==> src/include/eccs_pkg.sv <==
/*
  Shared constants and carrier types for the flash command sequencer
  and array access arbiter. Assumes a 50 MHz system clock.
*/
package eccs_pkg;
  // Register byte offsets
  localparam logic [4:0] A_CMD = 5'h00;
  localparam logic [4:0] A_STAT = 5'h04;
  localparam logic [4:0] A_PROT = 5'h08;
  localparam logic [4:0] A_KEY = 5'h0c;
  localparam logic [4:0] A_MARG = 5'h10;
  // Command register fields
  localparam int C_EE = 8;
  localparam int C_HB = 9;
  localparam int C_CNT = 10;
  localparam int C_ADDR = 16;
  // Status register fields
  localparam int S_COMMAND_COMPLETE_FLAG = 7;
  localparam int S_ACCESS_ERROR_FLAG = 5;
  localparam int S_ILL = 2;
  localparam int S_FAIL = 1;
  // Protection register fields
  localparam int P_LO = 0;
  localparam int P_HI = 1;
  localparam int P_PF = 2;
  localparam int P_EE = 3;
  // Timing of the pre-array window
  localparam int CLK_NS = 20;
  localparam int SETUP_NS = 200;
  localparam int SETUP_CYC = (SETUP_NS + CLK_NS - 1) / CLK_NS;
  // Override key, value arbitrary
  localparam logic [31:0] OVR_KEY = 32'h5a5a_c3c3;
  // Command codes
  localparam logic [7:0] K_EVALL = 8'h01;
  localparam logic [7:0] K_EVBLK = 8'h02;
  localparam logic [7:0] K_EVPF = 8'h03;
  localparam logic [7:0] K_RDONCE = 8'h04;
  localparam logic [7:0] K_PGPF = 8'h06;
  localparam logic [7:0] K_PGONCE = 8'h07;
  localparam logic [7:0] K_ERALL = 8'h08;
  localparam logic [7:0] K_ERBLK = 8'h09;
  localparam logic [7:0] K_ERPF = 8'h0a;
  localparam logic [7:0] K_UNSEC = 8'h0b;
  localparam logic [7:0] K_BDKEY = 8'h0c;
  localparam logic [7:0] K_UMARG = 8'h0d;
  localparam logic [7:0] K_FMARG = 8'h0e;
  localparam logic [7:0] K_EVEE = 8'h10;
  localparam logic [7:0] K_PGEE = 8'h11;
  localparam logic [7:0] K_EREE = 8'h12;
  localparam logic [7:0] K_OVR = 8'h13;
  localparam logic [1:0] RESP_OK = 2'h0;
  localparam logic [1:0] RESP_SLVERR = 2'h2;

  typedef enum logic [2:0] {
    ST_IDLE = 3'h1, ST_SETUP = 3'h2, ST_ARRAY = 3'h4
  } eccs_state_t;
  // Array activity class used by the collision check
  typedef enum logic [2:0] {
    CL_NONE = 3'h0, CL_READ = 3'h1, CL_PROG = 3'h2,
    CL_SECT = 3'h3, CL_MASS = 3'h4
  } eccs_cls_t;

  typedef struct packed {
    logic awvalid; logic [31:0] awaddr;
    logic wvalid; logic [31:0] wdata; logic [3:0] wstrb;
    logic bready;
    logic arvalid; logic [31:0] araddr;
    logic rready;
  } eccs_axi_req_t;
  typedef struct packed {
    logic awready; logic wready;
    logic bvalid; logic [1:0] bresp;
    logic arready;
    logic rvalid; logic [31:0] rdata; logic [1:0] rresp;
  } eccs_axi_rsp_t;
  typedef struct packed {
    logic pf_req; logic ee_req; logic hb;
  } eccs_rd_req_t;
  typedef struct packed {
    logic pf_gnt; logic ee_gnt; logic margin; logic illegal;
  } eccs_rd_rsp_t;
  typedef struct packed {
    logic start; logic verify; logic ee; logic hb;
    logic [7:0] code; logic [2:0] cnt; logic [15:0] addr;
  } eccs_arr_t;
  typedef struct packed {
    eccs_state_t st; logic [7:0] tmr; logic ph;
    logic [31:0] cmd; logic [3:0] prot; logic [1:0] ovr;
    logic [31:0] key; logic [1:0] mlev; logic mfld;
    logic command_complete_flag; logic access_error_flag; logic ill_seen; logic fail;
    logic [1:0] mode_s;
    logic aw_have; logic [4:0] aw_a;
    logic w_have; logic [31:0] wd; logic [3:0] ws;
    eccs_axi_rsp_t ax; logic rr;
    eccs_rd_rsp_t rd; eccs_arr_t arr;
  } eccs_st_t;
endpackage : eccs_pkg

==> src/design/eccs_top.sv <==
/*
  Command sequencer and read arbiter for a combined program flash and
  EEPROM controller, with an AXI4-Lite register slave.
  Assumes the read requesters and array engine share i_clk; the mode
  strap is asynchronous.
*/
`timescale 1ns/10ps
`default_nettype none
module eccs_top
  import eccs_pkg::*;
(
  // Clock and reset
  input wire logic i_clk,
  input wire logic i_rst_n,
  // Register bus
  input wire eccs_axi_req_t i_axi,
  output eccs_axi_rsp_t o_axi,
  // Mode strap
  input wire logic i_special_mode,
  // CPU array reads
  input wire eccs_rd_req_t i_rd,
  output eccs_rd_rsp_t o_rd,
  // Array engine
  output eccs_arr_t o_arr,
  input wire logic i_arr_done,
  input wire logic i_arr_fail
);
  logic [1:0] rst_q;
  logic rst_n;
  eccs_st_t s_r, s_nxt;
  logic [7:0] code;
  logic wr_go, launch_req, launch_ok, launch_bad, cmd_ok;
  logic pf_open, ee_open, same_hb, margin, pick_pf, pick_ee;
  logic ill_pf, ill_ee;
  logic [2:0] cnt;
  eccs_cls_t pf_raw, ee_raw, pf_cls, ee_cls;
  logic [31:0] rdv;
  logic [31:0] wm;

  // Reset release through two flops
  always_ff @(posedge i_clk or negedge i_rst_n) begin
    if (!i_rst_n) begin
      rst_q <= 2'h0;
    end else begin
      rst_q <= {rst_q[0], 1'b1};
    end
  end
  assign rst_n = rst_q[1];

  // Byte lane merge for register writes
  function automatic logic [31:0] merge(input logic [31:0] old,
    input logic [31:0] d, input logic [3:0] st);
    logic [31:0] r;
    r = old;
    for (int b = 0; b < 4; b++) begin
      if (st[b]) begin
        r[b*8 +: 8] = d[b*8 +: 8];
      end
    end
    return r;
  endfunction : merge

  // Launch decode, evaluated on the write that hits the status register
  assign code = s_r.cmd[7:0];
  assign cnt = s_r.cmd[C_CNT +: 3];
  assign pf_open = (s_r.prot[P_LO] && s_r.prot[P_HI] && s_r.prot[P_PF])
                   || s_r.ovr[0];
  assign ee_open = s_r.prot[P_EE] || s_r.ovr[1];
  assign wr_go = s_r.aw_have && s_r.w_have && !s_r.ax.bvalid;
  assign launch_req = wr_go && (s_r.aw_a == A_STAT) && s_r.wd[S_COMMAND_COMPLETE_FLAG]
                      && s_r.ws[0] && s_r.command_complete_flag && !s_r.access_error_flag;

  // Command legality
  always_comb begin
    case (code)
      K_EVALL, K_EVBLK, K_EVPF, K_RDONCE, K_PGPF, K_PGONCE,
      K_ERPF, K_UNSEC, K_BDKEY, K_UMARG, K_EVEE, K_EREE: begin
        cmd_ok = 1'b1;
      end
      K_ERALL: begin
        cmd_ok = pf_open && ee_open;
      end
      K_ERBLK: begin
        cmd_ok = s_r.cmd[C_EE] ? ee_open : pf_open;
      end
      K_FMARG: begin
        cmd_ok = s_r.mode_s[1];
      end
      K_PGEE: begin
        cmd_ok = (cnt != 3'h0) && (cnt <= 3'h4);
      end
      K_OVR: begin
        cmd_ok = (s_r.key == OVR_KEY);
      end
      default: begin
        cmd_ok = 1'b0;
      end
    endcase
  end
  assign launch_ok = launch_req && cmd_ok;
  assign launch_bad = launch_req && !cmd_ok;

  // Array activity of the running command, per array
  always_comb begin
    pf_raw = CL_NONE;
    ee_raw = CL_NONE;
    case (code)
      K_EVALL: begin
        pf_raw = CL_READ;
        ee_raw = CL_READ;
      end
      K_EVBLK: begin
        if (s_r.cmd[C_EE]) begin
          ee_raw = CL_READ;
        end else begin
          pf_raw = CL_READ;
        end
      end
      K_EVPF, K_RDONCE: begin
        pf_raw = CL_READ;
      end
      K_PGPF, K_PGONCE: begin
        pf_raw = CL_PROG;
      end
      K_ERPF: begin
        pf_raw = CL_SECT;
      end
      K_ERALL: begin
        pf_raw = CL_MASS;
        ee_raw = CL_MASS;
      end
      K_ERBLK: begin
        if (s_r.cmd[C_EE]) begin
          ee_raw = CL_MASS;
        end else begin
          pf_raw = CL_MASS;
        end
      end
      K_UNSEC: begin
        pf_raw = s_r.ph ? CL_READ : CL_MASS;
        ee_raw = s_r.ph ? CL_READ : CL_MASS;
      end
      K_EVEE: begin
        ee_raw = CL_READ;
      end
      K_PGEE: begin
        ee_raw = CL_PROG;
      end
      K_EREE: begin
        ee_raw = CL_SECT;
      end
      default: begin
        pf_raw = CL_NONE;
      end
    endcase
    // Arrays count as busy only once the array phase has begun
    pf_cls = (s_r.st == ST_ARRAY) ? pf_raw : CL_NONE;
    ee_cls = (s_r.st == ST_ARRAY) ? ee_raw : CL_NONE;
  end

  // Read arbitration and collision check
  assign margin = (s_r.mlev != 2'h0);
  assign same_hb = (i_rd.hb == s_r.cmd[C_HB]);
  // A source just granted is skipped so its held request is not doubled
  assign pick_pf = i_rd.pf_req && !s_r.rd.pf_gnt
                   && (!i_rd.ee_req || s_r.rd.ee_gnt || !s_r.rr);
  assign pick_ee = i_rd.ee_req && !s_r.rd.ee_gnt && !pick_pf;
  assign ill_pf = same_hb && ((pf_cls != CL_NONE) || ((ee_cls != CL_NONE)
                  && (margin || ee_cls == CL_MASS)));
  assign ill_ee = same_hb && ((ee_cls != CL_NONE)
                  || (pf_cls != CL_NONE));

  // Register read mux
  always_comb begin
    rdv = 32'h0;
    case (i_axi.araddr[4:0])
      A_CMD: rdv = s_r.cmd;
      A_STAT: begin
        rdv[S_COMMAND_COMPLETE_FLAG] = s_r.command_complete_flag;
        rdv[S_ACCESS_ERROR_FLAG] = s_r.access_error_flag;
        rdv[S_ILL] = s_r.ill_seen;
        rdv[S_FAIL] = s_r.fail;
      end
      A_PROT: rdv = {26'h0, s_r.ovr, s_r.prot};
      A_MARG: rdv = {29'h0, s_r.mfld, s_r.mlev};
      default: rdv = 32'h0; // Key reads back as zero
    endcase
  end

  // Next state of the whole block
  always_comb begin
    s_nxt = s_r;
    wm = 32'h0;
    s_nxt.mode_s = {s_r.mode_s[0], i_special_mode};
    s_nxt.arr.start = 1'b0;
    s_nxt.rd = '0;
    // Write address and data captured independently
    if (i_axi.awvalid && s_r.ax.awready) begin
      s_nxt.aw_have = 1'b1;
      s_nxt.aw_a = i_axi.awaddr[4:0];
    end
    if (i_axi.wvalid && s_r.ax.wready) begin
      s_nxt.w_have = 1'b1;
      s_nxt.wd = i_axi.wdata;
      s_nxt.ws = i_axi.wstrb;
    end
    if (s_r.ax.bvalid && i_axi.bready) begin
      s_nxt.ax.bvalid = 1'b0;
    end
    if (wr_go) begin
      s_nxt.aw_have = 1'b0;
      s_nxt.w_have = 1'b0;
      s_nxt.ax.bvalid = 1'b1;
      s_nxt.ax.bresp = RESP_OK;
      case (s_r.aw_a)
        A_CMD: begin
          // Parameters are frozen while a command runs
          if (s_r.command_complete_flag) begin
            s_nxt.cmd = merge(s_r.cmd, s_r.wd, s_r.ws);
          end
        end
        A_STAT: begin
          if (s_r.ws[0] && s_r.wd[S_ACCESS_ERROR_FLAG]) begin
            s_nxt.access_error_flag = 1'b0;
          end
          if (s_r.ws[0] && s_r.wd[S_ILL]) begin
            s_nxt.ill_seen = 1'b0;
          end
        end
        A_PROT: begin
          if (s_r.command_complete_flag) begin
            wm = merge({28'h0, s_r.prot}, s_r.wd, s_r.ws);
            s_nxt.prot = wm[3:0];
          end
        end
        A_KEY: begin
          s_nxt.key = merge(s_r.key, s_r.wd, s_r.ws);
        end
        A_MARG: begin
          s_nxt.ax.bresp = RESP_OK;
        end
        default: begin
          s_nxt.ax.bresp = RESP_SLVERR;
        end
      endcase
    end
    s_nxt.ax.awready = !s_nxt.aw_have && !s_nxt.ax.bvalid;
    s_nxt.ax.wready = !s_nxt.w_have && !s_nxt.ax.bvalid;
    // Read channel, one outstanding read
    if (s_r.ax.rvalid && i_axi.rready) begin
      s_nxt.ax.rvalid = 1'b0;
    end
    if (i_axi.arvalid && s_r.ax.arready) begin
      s_nxt.ax.rvalid = 1'b1;
      s_nxt.ax.rdata = rdv;
      s_nxt.ax.rresp = (i_axi.araddr[4:0] <= A_MARG
                        && i_axi.araddr[1:0] == 2'h0)
                       ? RESP_OK : RESP_SLVERR;
    end
    s_nxt.ax.arready = !s_nxt.ax.rvalid;
    // Launch; error set wins over the clear in the same write
    if (launch_bad) begin
      s_nxt.access_error_flag = 1'b1;
    end
    if (launch_ok) begin
      s_nxt.command_complete_flag = 1'b0;
      s_nxt.fail = 1'b0;
      s_nxt.ph = 1'b0;
      s_nxt.tmr = 8'(SETUP_CYC - 1);
      s_nxt.st = ST_SETUP;
    end
    // Sequencer
    case (s_r.st)
      ST_IDLE: begin
        s_nxt.tmr = launch_ok ? s_nxt.tmr : 8'h0;
      end
      ST_SETUP: begin
        if (s_r.tmr != 8'h0) begin
          s_nxt.tmr = s_r.tmr - 8'h1;
        end else if (pf_raw != CL_NONE || ee_raw != CL_NONE) begin
          s_nxt.st = ST_ARRAY;
          s_nxt.arr.start = 1'b1;
          s_nxt.arr.verify = 1'b0;
          s_nxt.arr.code = code;
          s_nxt.arr.ee = s_r.cmd[C_EE];
          s_nxt.arr.hb = s_r.cmd[C_HB];
          s_nxt.arr.cnt = cnt;
          s_nxt.arr.addr = s_r.cmd[C_ADDR +: 16];
        end else begin
          // Register-only commands finish without touching an array
          if (code == K_UMARG) begin
            s_nxt.mlev = s_r.cmd[C_ADDR +: 2];
            s_nxt.mfld = 1'b0;
          end
          if (code == K_FMARG) begin
            s_nxt.mlev = s_r.cmd[C_ADDR +: 2];
            s_nxt.mfld = 1'b1;
          end
          if (code == K_OVR) begin
            s_nxt.ovr = s_r.cmd[C_ADDR +: 2];
          end
          s_nxt.command_complete_flag = 1'b1;
          s_nxt.st = ST_IDLE;
        end
      end
      ST_ARRAY: begin
        if (i_arr_done) begin
          s_nxt.fail = s_r.fail || i_arr_fail;
          if (code == K_UNSEC && !s_r.ph) begin
            s_nxt.ph = 1'b1;
            s_nxt.arr.start = 1'b1;
            s_nxt.arr.verify = 1'b1;
          end else begin
            s_nxt.command_complete_flag = 1'b1;
            s_nxt.st = ST_IDLE;
          end
        end
      end
      default: begin
        s_nxt.st = ST_IDLE;
      end
    endcase
    // Grant one read; flag only the colliding cycle
    if (pick_pf || pick_ee) begin
      s_nxt.rr = pick_pf;
      s_nxt.rd.pf_gnt = pick_pf;
      s_nxt.rd.ee_gnt = pick_ee;
      s_nxt.rd.margin = margin;
      s_nxt.rd.illegal = pick_pf ? ill_pf : ill_ee;
      if (s_nxt.rd.illegal) begin
        s_nxt.ill_seen = 1'b1;
      end
    end
  end

  // State register
  always_ff @(posedge i_clk or negedge rst_n) begin
    if (!rst_n) begin
      s_r <= '0;
      s_r.st <= ST_IDLE;
      s_r.command_complete_flag <= 1'b1;
    end else begin
      s_r <= s_nxt;
    end
  end

  assign o_axi = s_r.ax;
  assign o_rd = s_r.rd; // Illegal pulse doubles as machine exception
  assign o_arr = s_r.arr;

  // Checks
  a_launch_clears: assert property (@(posedge i_clk) disable iff (!rst_n)
    launch_ok |=> !s_r.command_complete_flag && s_r.st == ST_SETUP)
    else $error("launch did not clear complete flag");
  a_bad_code: assert property (@(posedge i_clk) disable iff (!rst_n)
    launch_bad |=> s_r.access_error_flag && s_r.command_complete_flag && s_r.st == ST_IDLE)
    else $error("invalid command not refused");
  a_one_read: assert property (@(posedge i_clk) disable iff (!rst_n)
    !(o_rd.pf_gnt && o_rd.ee_gnt))
    else $error("two reads granted at once");
  a_ill_cycle: assert property (@(posedge i_clk) disable iff (!rst_n)
    o_rd.illegal |-> (o_rd.pf_gnt || o_rd.ee_gnt)
      && $past(s_r.st) == ST_ARRAY)
    else $error("illegal access outside a colliding read");
  a_setup_window: assert property (@(posedge i_clk) disable iff (!rst_n)
    launch_ok |=> (s_r.st == ST_SETUP && !o_arr.start)[*8])
    else $error("array started before the read window");
  a_mass_blocks: assert property (@(posedge i_clk) disable iff (!rst_n)
    (pick_pf && same_hb && ee_cls == CL_MASS) |=> o_rd.illegal)
    else $error("read during mass erase not flagged");
  a_pf_while_prog: assert property (@(posedge i_clk) disable iff (!rst_n)
    (pick_pf && pf_cls == CL_NONE && ee_cls == CL_PROG && !margin)
      |=> o_rd.pf_gnt && !o_rd.illegal)
    else $error("allowed read flagged illegal");
  a_margin_read: assert property (@(posedge i_clk) disable iff (!rst_n)
    (pick_pf && same_hb && ee_cls != CL_NONE && margin) |=> o_rd.illegal)
    else $error("margin read collision not flagged");
  a_erase_prot: assert property (@(posedge i_clk) disable iff (!rst_n)
    (launch_req && code == K_ERALL && !(pf_open && ee_open))
      |=> s_r.access_error_flag && s_r.st == ST_IDLE)
    else $error("erase all ran while protected");
  a_field_mode: assert property (@(posedge i_clk) disable iff (!rst_n)
    (launch_req && code == K_FMARG && !s_r.mode_s[1]) |=> s_r.access_error_flag)
    else $error("field margin accepted in normal mode");
  a_start_pulse: assert property (@(posedge i_clk) disable iff (!rst_n)
    o_arr.start |-> s_r.st == ST_ARRAY ##1 !o_arr.start)
    else $error("array start not a single pulse");
endmodule : eccs_top
`default_nettype wire

==> config.mk <==
export PLATFORM = sky130hd
export DESIGN_NAME = eccs_top
export DESIGN_NICKNAME = d
export VERILOG_FILES = /design/src/include/eccs_pkg.sv /design/src/design/eccs_top.sv
export SDC_FILE = /design/constraint.sdc
export NUM_CORES = 1
export LEC_CHECK = 0
export BUFFER_PORTS_ARGS = -buffer_cell sky130_fd_sc_hd__buf_2
export CORE_MARGIN = 8
export CORE_UTILIZATION = 30
export CTS_CLUSTER_DIAMETER = 200
export DETAILED_ROUTE_END_ITERATION = 8
export PLACE_DENSITY = 0.58
export SKIP_LAST_GASP = 1
export SLEW_MARGIN = 20
export SYNTH_ARGS = -nofsm -noshare
export SYNTH_HDL_FRONTEND = slang
export SYNTH_SLANG_ARGS = --single-unit
export TNS_END_PERCENT = 50
==> constraint.sdc <==
create_clock -name i_clk -period 15.6 [get_ports i_clk]
set_input_delay 3.9 -clock i_clk [delete_from_list [all_inputs] [get_ports i_clk]]
set_output_delay 3.9 -clock i_clk [all_outputs]
set_load 0.02 [all_outputs]
==> results of run 1 <==
[final timing paths]
path / start / to
setup / recovery: o_axi[9]$_DFFE_PN0P_ / o_axi[9]
hold / removal: rst_q[0]$_DFF_PN0_ / rst_q[1]$_DFF_PN0_
setup reg to reg: code[4]$_DFFE_PN0P_ / o_arr[7]$_DFFE_PN0P_
hold reg to reg: rst_q[0]$_DFF_PN0_ / rst_q[1]$_DFF_PN0_
max in group asynchronous: i_rst_n / rst_q[1]$_DFF_PN0_
min in group asynchronous: rst_q[1]$_DFF_PN0_ / o_axi[35]$_DFF_PN0_
[metal layers]
| metal | part of all wire (%) | vias to the layer above | wire length [um] |
|---|---|---|---|
| met1 | 44 | 2948 | 9820 |
| met2 | 47 | 132 | 10500 |
| met3 | 6.7 | 47 | 1510 |
| li1 | - | 2771 | - |
| met4 | 2.5 | 12 | 558 |
| met5 | 0.34 | - | 76 |
[where the power goes]
group	switching [mW]	internal, mW	total, mW
Sequential	0.111	0.674	0.786
Clock	0.236	0.428	0.664
Combinational	0.119	0.148	0.267
Total	0.466	1.25	1.72
[metrics by stage]
step	area, sq um	power [mW]
after global placement	9860	1.06
after CTS	10800	1.75
after detailed placement	9870	1.07
final	10800	1.72
after global routing	10800	1.81
after floorplan	9360	0.982
[layout by cell type (no fill, tap or decap), types with 4 or more instances in the layout]
cell       netlist  routed
dfrtp_1        209     208
mux2_2         137     137
buf_2            2     132
nand2_1         89      88
o21ai_0         45      45
nor2_1          30      30
clkbuf_16        0      27
a21oi_1         14      14
inv_1           10      10
nand2b_1        10      10
nor3_1          11      10
a22oi_1          9       9
nor2b_1          8       8
bufinv_16        0       6
nand3_1          5       5
a21o_1           4       4
or2_2            4       4
nor4_1           4       4
nor4bb_1         4       4
nand4_1          4       4
and2_1           5       4
a211oi_1         4       4
[flip-flops by register name, indices dropped and copies added (netlist names)]
register  cells
o_rd          4
s_r         123
s_nxt         1
o_axi        39
o_arr        31
rst_q         2
cnt           3
code          8
[synthesized netlist by cell type (5+ instances only)]
master / n / area (sq um)
inv_1: 10 / 37.5
nand2_1: 89 / 334
nand3_1: 5 / 25.0
nor2_1: 30 / 113
dfrtp_1: 209 / 5230
nor3_1: 11 / 55.1
nor2b_1: 8 / 50.1
a22oi_1: 9 / 67.6
mux2_2: 137 / 1540
nand2b_1: 10 / 62.6
and2_1: 5 / 31.3
clkbuf_1: 18 / 67.6
buf_4: 80 / 601
a21oi_1: 14 / 70.1
o21ai_0: 45 / 225
[final cells by class]
class	instances	area (sq um)	share of cell area [%]
clock buffer	33	728	6.72
timing repair buffer	136	703	6.49
tap	396	495	4.58
inverter	10	37.5	0.347
clock inverter	13	229	2.11
sequential	211	5290	48.8
multi-input combinational	451	3350	30.9
[kinds of logic (layout without fill, tap and decap cells)]
kind of cell               count (synthesis)  in the layout  synth area share [%]
and+or+nand+nor                          200            200                  11.0
DFF                                      211            211                  56.5
AOI/OAI and AO/OA                        104            104                  7.26
other                                      2              3                0.0803
adders and majority gates                  1              1                 0.134
xor gates and xnor gates                   3              3                 0.281
buffers and inverters                    113            192                  8.01
muxes                                    140            140                  16.8
==> results.sh, run 1 <==
export IMPL_timing_fmax_ghz=0.200
export IMPL_num_antenna_cells=0
export IMPL_die_w_um=193
export IMPL_cts_buffer_depth=3
export IMPL_drt_wl_total_um=22400
export IMPL_cts_sinks=211
export IMPL_area_delta_synth_final_pct=15.7
export IMPL_grt_pass1_vias=6228
export IMPL_port_buffers=132
export IMPL_finalHoldViolCount=0
export IMPL_core_area_sq_um=30700
export IMPL_die_area_sq_um=37100
export IMPL_overflow=0
export IMPL_slew_limit_headroom_pct=27.6
export IMPL_critPathKind="reg -> out"
export IMPL_setup_ws_ps=10610
export IMPL_grtUsageMet1_pct=15.7
export IMPL_leakage_nw=5.21
export IMPL_ys_seq_area_share_pct=56.5
export IMPL_crit_chain="buf_2"
export IMPL_setup_viol=0
export IMPL_met2_usage_pct=19.3
export IMPL_ys_ff_latch=211
export IMPL_drc_errors=0
export IMPL_dp_hpwl_um=15500
export IMPL_path_clk_slew_ps=60
export IMPL_async_flop_share_pct=100
export IMPL_path_buf_inv=1
export IMPL_drv_cap=0
export IMPL_cp_num_cells=1
export IMPL_grt_busiest_layer="met2"
export IMPL_critPathMaxStageDelay_ps=400
export IMPL_die_h_um=193
export IMPL_syn_cell_area_sq_um=9360
export IMPL_worst_slew_pin_slew_ps=1090
export IMPL_gp_congestion=0.779
export IMPL_arrival_ps=1090
export IMPL_ff2ff_path_depth=6
export IMPL_post_cts_setup_buffers=0
export IMPL_drtIter0Drc=275
export IMPL_timing_hold_ws_ps=346
export IMPL_crit_path_top_delay_cell="dfrtp_1"
export IMPL_wire_per_inst_um=18.0
export IMPL_grt_pass1_wl_um=35400
export IMPL_ios=189
export IMPL_crit_fanout=2
export IMPL_hold_class="reg -> reg"
export IMPL_synthFlopType="dfrtp_1"
export IMPL_ir_worst_vdd_v=0.0000720
export IMPL_holdPathStages=0
export IMPL_finClkSkew_ps=14.6
export IMPL_vias=5910
export IMPL_holdBufCountCts=0
export IMPL_grt_usage_pct=12.0
export IMPL_synth_cells=774
export IMPL_tns_ps=0
export IMPL_synth_edff_count=0
export IMPL_syn_area_per_cell_sq_um=12.1
export IMPL_critPathTopFamily="flip-flops"
export IMPL_postLayoutCoreUtil_pct=35.3
export IMPL_start_kind="flop"
export IMPL_rsz0062_at_grt="false"
export IMPL_powerDensity_nw_per_um2=159
export IMPL_final_antenna_net_count=0
export IMPL_root_buffer="clkbuf_16"
export IMPL_rows=64
export IMPL_vias_per_cell=4.73
export IMPL_drive_gt1_share_pct=39.7
export IMPL_min_period_ps=4990
export IMPL_htree_levels=1
export IMPL_pre_cts_slack_ps=10120
export IMPL_cts_tree="yes"
export IMPL_maxSlewViolCount=0
export IMPL_cp_end_kind="output port"
export IMPL_finalNonFillerCells=1250
export IMPL_worstSkewPairLatency_ps=530
export IMPL_fin_crit_sh_pct=32.0
export IMPL_outcome="complete, no violations"
export IMPL_synth_cell_types=65
export IMPL_cp_required_ps=11700
export IMPL_fillerInstances=3020
export IMPL_initial_utilization_pct=30.5
export IMPL_cts_resized=0
export IMPL_antenna_found_initial=6
export IMPL_drt_pass1_iter_count=4
export IMPL_nets=950
export IMPL_ys_warn_count=0
export IMPL_grt_max_degree=160
export IMPL_cts_made_buffers=26
export IMPL_ff2ff_setup_slack_ps=12340
export IMPL_grt_use_met3_pct=3.49
export IMPL_place_inst=1204
Note: power is estimated with default switching activity, not from simulation.
==> run 2: changes to the inputs <==
--- a/config.mk
+++ b/config.mk
@@ -5,6 +5,7 @@
 export SDC_FILE = /design/constraint.sdc
 export NUM_CORES = 1
 export LEC_CHECK = 0
+export ABC_AREA = 1
 export BUFFER_PORTS_ARGS = -buffer_cell sky130_fd_sc_hd__buf_2
 export CORE_MARGIN = 8
 export CORE_UTILIZATION = 30
==> constraint.sdc (replaced) <==
create_clock -name i_clk -period 4.8 [get_ports i_clk]
set_input_delay 1.2 -clock i_clk [delete_from_list [all_inputs] [get_ports i_clk]]
set_output_delay 1.2 -clock i_clk [all_outputs]
set_load 0.02 [all_outputs]
==> run 2 against run 1 <==
  * Clock power rose to 2.8 times the previous value
  * Power rose to 3.2 times the previous value
  * Sequential share of layout area rose by 0.61 points
  * Non-clock buffer count rose by 2
  * Core utilization fell by 0.44 points
  * Cell area fell by 1.2%
  * Critical path depth rose by 8
  * Combinational power rose to 4.2 times the previous value
  * Worst setup slack got worse by 8200 ps
  * Clock skew rose by 1.5 ps
  * Critical endpoint is now o_axi[2]$_DFFE_PN0P_
==> results.sh, run 2 <==
export IMPL_synth_top_area_share_pct=55.9
export IMPL_synthFlopType="dfrtp_1"
export IMPL_setup_viol=0
export IMPL_ys_ff_latch=211
export IMPL_die_h_um=193
export IMPL_critPathKind="in -> reg"
export IMPL_cts_resized=0
export IMPL_synth_edff_count=0
export IMPL_vias=6892
export IMPL_synth_cells=1075
export IMPL_postLayoutCoreUtil_pct=34.9
export IMPL_ir_worst_vdd_v=0.000252
export IMPL_htree_levels=1
export IMPL_initial_utilization_pct=30.5
export IMPL_root_buffer="clkbuf_16"
export IMPL_num_antenna_cells=0
export IMPL_synth_area_leaders="dfrtp_1 56%, nand2_1 12%, o21ai_0 6.7%, buf_4 6.3%, inv_1 4.8%"
export IMPL_place_inst=1503
export IMPL_async_flop_share_pct=100
export IMPL_rows=64
export IMPL_finalHoldViolCount=0
export IMPL_grt_usage_pct=12.6
export IMPL_path_buf_inv=3
export IMPL_regMostFlops="s_r"
export IMPL_syn_area_per_cell_sq_um=8.70
export IMPL_cts_made_buffers=24
export IMPL_gp_congestion=0.854
export IMPL_finalNonFillerCells=1546
export IMPL_critPathTopFamily="simple AND/OR/NAND/NOR gates"
export IMPL_antenna_found_initial=1
export IMPL_maxSlewViolCount=0
export IMPL_ys_seq_area_share_pct=56.5
export IMPL_holdBufCountCts=0
export IMPL_drive_gt1_share_pct=17.3
export IMPL_nets=1248
export IMPL_outcome="complete, no violations"
export IMPL_ys_warn_count=0
export IMPL_port_buffers=132
export IMPL_met2_usage_pct=19.0
export IMPL_grt_use_met3_pct=2.55
export IMPL_layout_commonest_cell="nand2_1"
export IMPL_wire_per_inst_um=15.3
export IMPL_synth_top_cell_by_area="dfrtp_1"
export IMPL_grt_pass1_wl_um=37600
export IMPL_die_area_sq_um=37100
export IMPL_crit_fanout=25
export IMPL_cts_buffer_depth=3
export IMPL_drtIter0Drc=463
export IMPL_hold_class="reg -> async"
export IMPL_final_cell_mix="298 x nand2_1, 208 x dfrtp_1, 132 x buf_2"
export IMPL_finClkSkew_ps=16.0
export IMPL_powerDensity_nw_per_um2=514
export IMPL_overflow=0
export IMPL_final_antenna_net_count=0
export IMPL_drc_errors=0
export IMPL_grtUsageMet1_pct=18.4
export IMPL_rsz0062_at_grt="false"
export IMPL_area_delta_synth_final_pct=14.3
export IMPL_critPathMaxStageDelay_ps=360
export IMPL_dp_hpwl_um=17300
export IMPL_syn_cell_area_sq_um=9360
export IMPL_core_area_sq_um=30700
export IMPL_worst_slew_pin_slew_ps=728
export IMPL_cts_sinks=211
export IMPL_multiInputGateArea_sq_um=2880
export IMPL_crit_path_top_delay_cell="nor2_2"
export IMPL_fillerInstances=3250
export IMPL_drv_cap=0
export IMPL_yosys_top_cells_count="299 x nand2_1, 209 x dfrtp_1, 126 x o21ai_0"
export IMPL_path_clk_slew_ps=60
export IMPL_leakage_nw=5.32
export IMPL_largest_reg_flops=123
export IMPL_worstSkewPairLatency_ps=520
export IMPL_arrival_ps=2820
export IMPL_synth_most_common_cell="nand2_1"
export IMPL_post_cts_setup_buffers=0
export IMPL_grt_busiest_layer="met2"
export IMPL_cts_tree="yes"
export IMPL_cp_end_kind="flop"
export IMPL_synth_cell_types=36
export IMPL_slew_limit_headroom_pct=51.1
export IMPL_die_w_um=193
export IMPL_vias_per_cell=4.46
export IMPL_grt_pass1_vias=6758
export IMPL_cpMostUsedCell="nor2_1"
export IMPL_min_period_ps=2390
export IMPL_regArea_sq_um=5290
export IMPL_timing_fmax_ghz=0.418
export IMPL_grt_max_degree=97
export IMPL_drt_wl_total_um=23600
export IMPL_crit_chain="buf_2, nor2_1, nand2_1, nor2_2, clkinv_1, buf_4, nor2_1, a221oi_1, o21ai_0"
export IMPL_start_kind="input port"
export IMPL_ios=189
export IMPL_cp_required_ps=5230
export IMPL_fin_crit_sh_pct=49.9
export IMPL_tns_ps=0
export IMPL_drt_pass1_iter_count=5
-- run 2: changes by cell type in the layout (fill, tap and decap cells not counted), moves of 26 or more --
cell     before  now
o21ai_1       0   26
nor2_1       30   57
o21ai_0      45  126
nand2_1      88  298
inv_1        10  120
mux2_2      137    0
nand3_1       5   40
-- run 2: logic make-up (layout without fill, tap and decap cells) --
kind of cell / count (synthesis) / in the layout / share of synthesized area, %
xor gates and xnor gates: 4 / 4 / 0.375
adders and majority gates: 1 / 1 / 0.134
other: 2 / 3 / 0.0803
AOI/OAI and AO/OA: 197 / 197 / 11.5
DFF: 211 / 211 / 56.5
and+or+nand+nor: 426 / 426 / 18.6
buffers and inverters: 234 / 308 / 12.8
-- run 2: final cells by class --
class                      instances  share of cell area, %
sequential                       211                   49.4
tap                              396                   4.63
clock buffer                      32                   6.36
inverter                         128                   4.49
timing repair buffer             138                   6.83
clock inverter                    10                   1.35
multi-input combinational        631                   26.9
-- run 2: routing by layer --
layer  share of wire (%)  wire length (um)
met5               0.064                15
met4                 1.5               352
met3                 5.8              1370
met2                  44             10300
met1                  49             11600
-- run 2: worst paths after layout --
path | startpoint | end | slack [ps] | cells after the start
max | i_axi[2] | o_axi[2]$_DFFE_PN0P_ | 2410 | 9
min | rst_q[1]$_DFF_PN0_ | s_r[150]$_DFFE_PN0P_ | 310 | 0
max reg2reg | s_r[125]$_DFF_PN1_ | s_r[196]$_DFFE_PN0P_ | 2520 | 4
min reg2reg | rst_q[1]$_DFF_PN0_ | s_r[150]$_DFFE_PN0P_ | 310 | 0
max in group asynchronous | rst_q[1]$_DFF_PN0_ | s_r[125]$_DFF_PN1_ | 3290 | 2
min in group i_clk | s_nxt[121]$_DFF_PN0_ | s_r[121]$_DFF_PN0_ | 350 | 0
-- run 2: metrics by stage --
| step | setup slack [ps] | hold slack (ps) | power (mW) | area, sq um |
|---|---|---|---|---|
| 5_1_grt | 2260 | 362 | 5.86 | 10700 |
| 2_1_floorplan | 1330 | 331 | 3.27 | 9360 |
| 3_3_place_gp | 1920 | 335 | 3.61 | 9850 |
| 6_report | 2410 | 313 | 5.49 | 10700 |
| 3_5_place_dp | 1870 | 336 | 3.65 | 9850 |
| 4_1_cts | 2400 | 351 | 5.58 | 10700 |
-- run 2: report_power, final --
group	switching [mW]	internal, mW
Clock	0.728	1.16
Sequential	0.267	2.22
Combinational	0.783	0.336
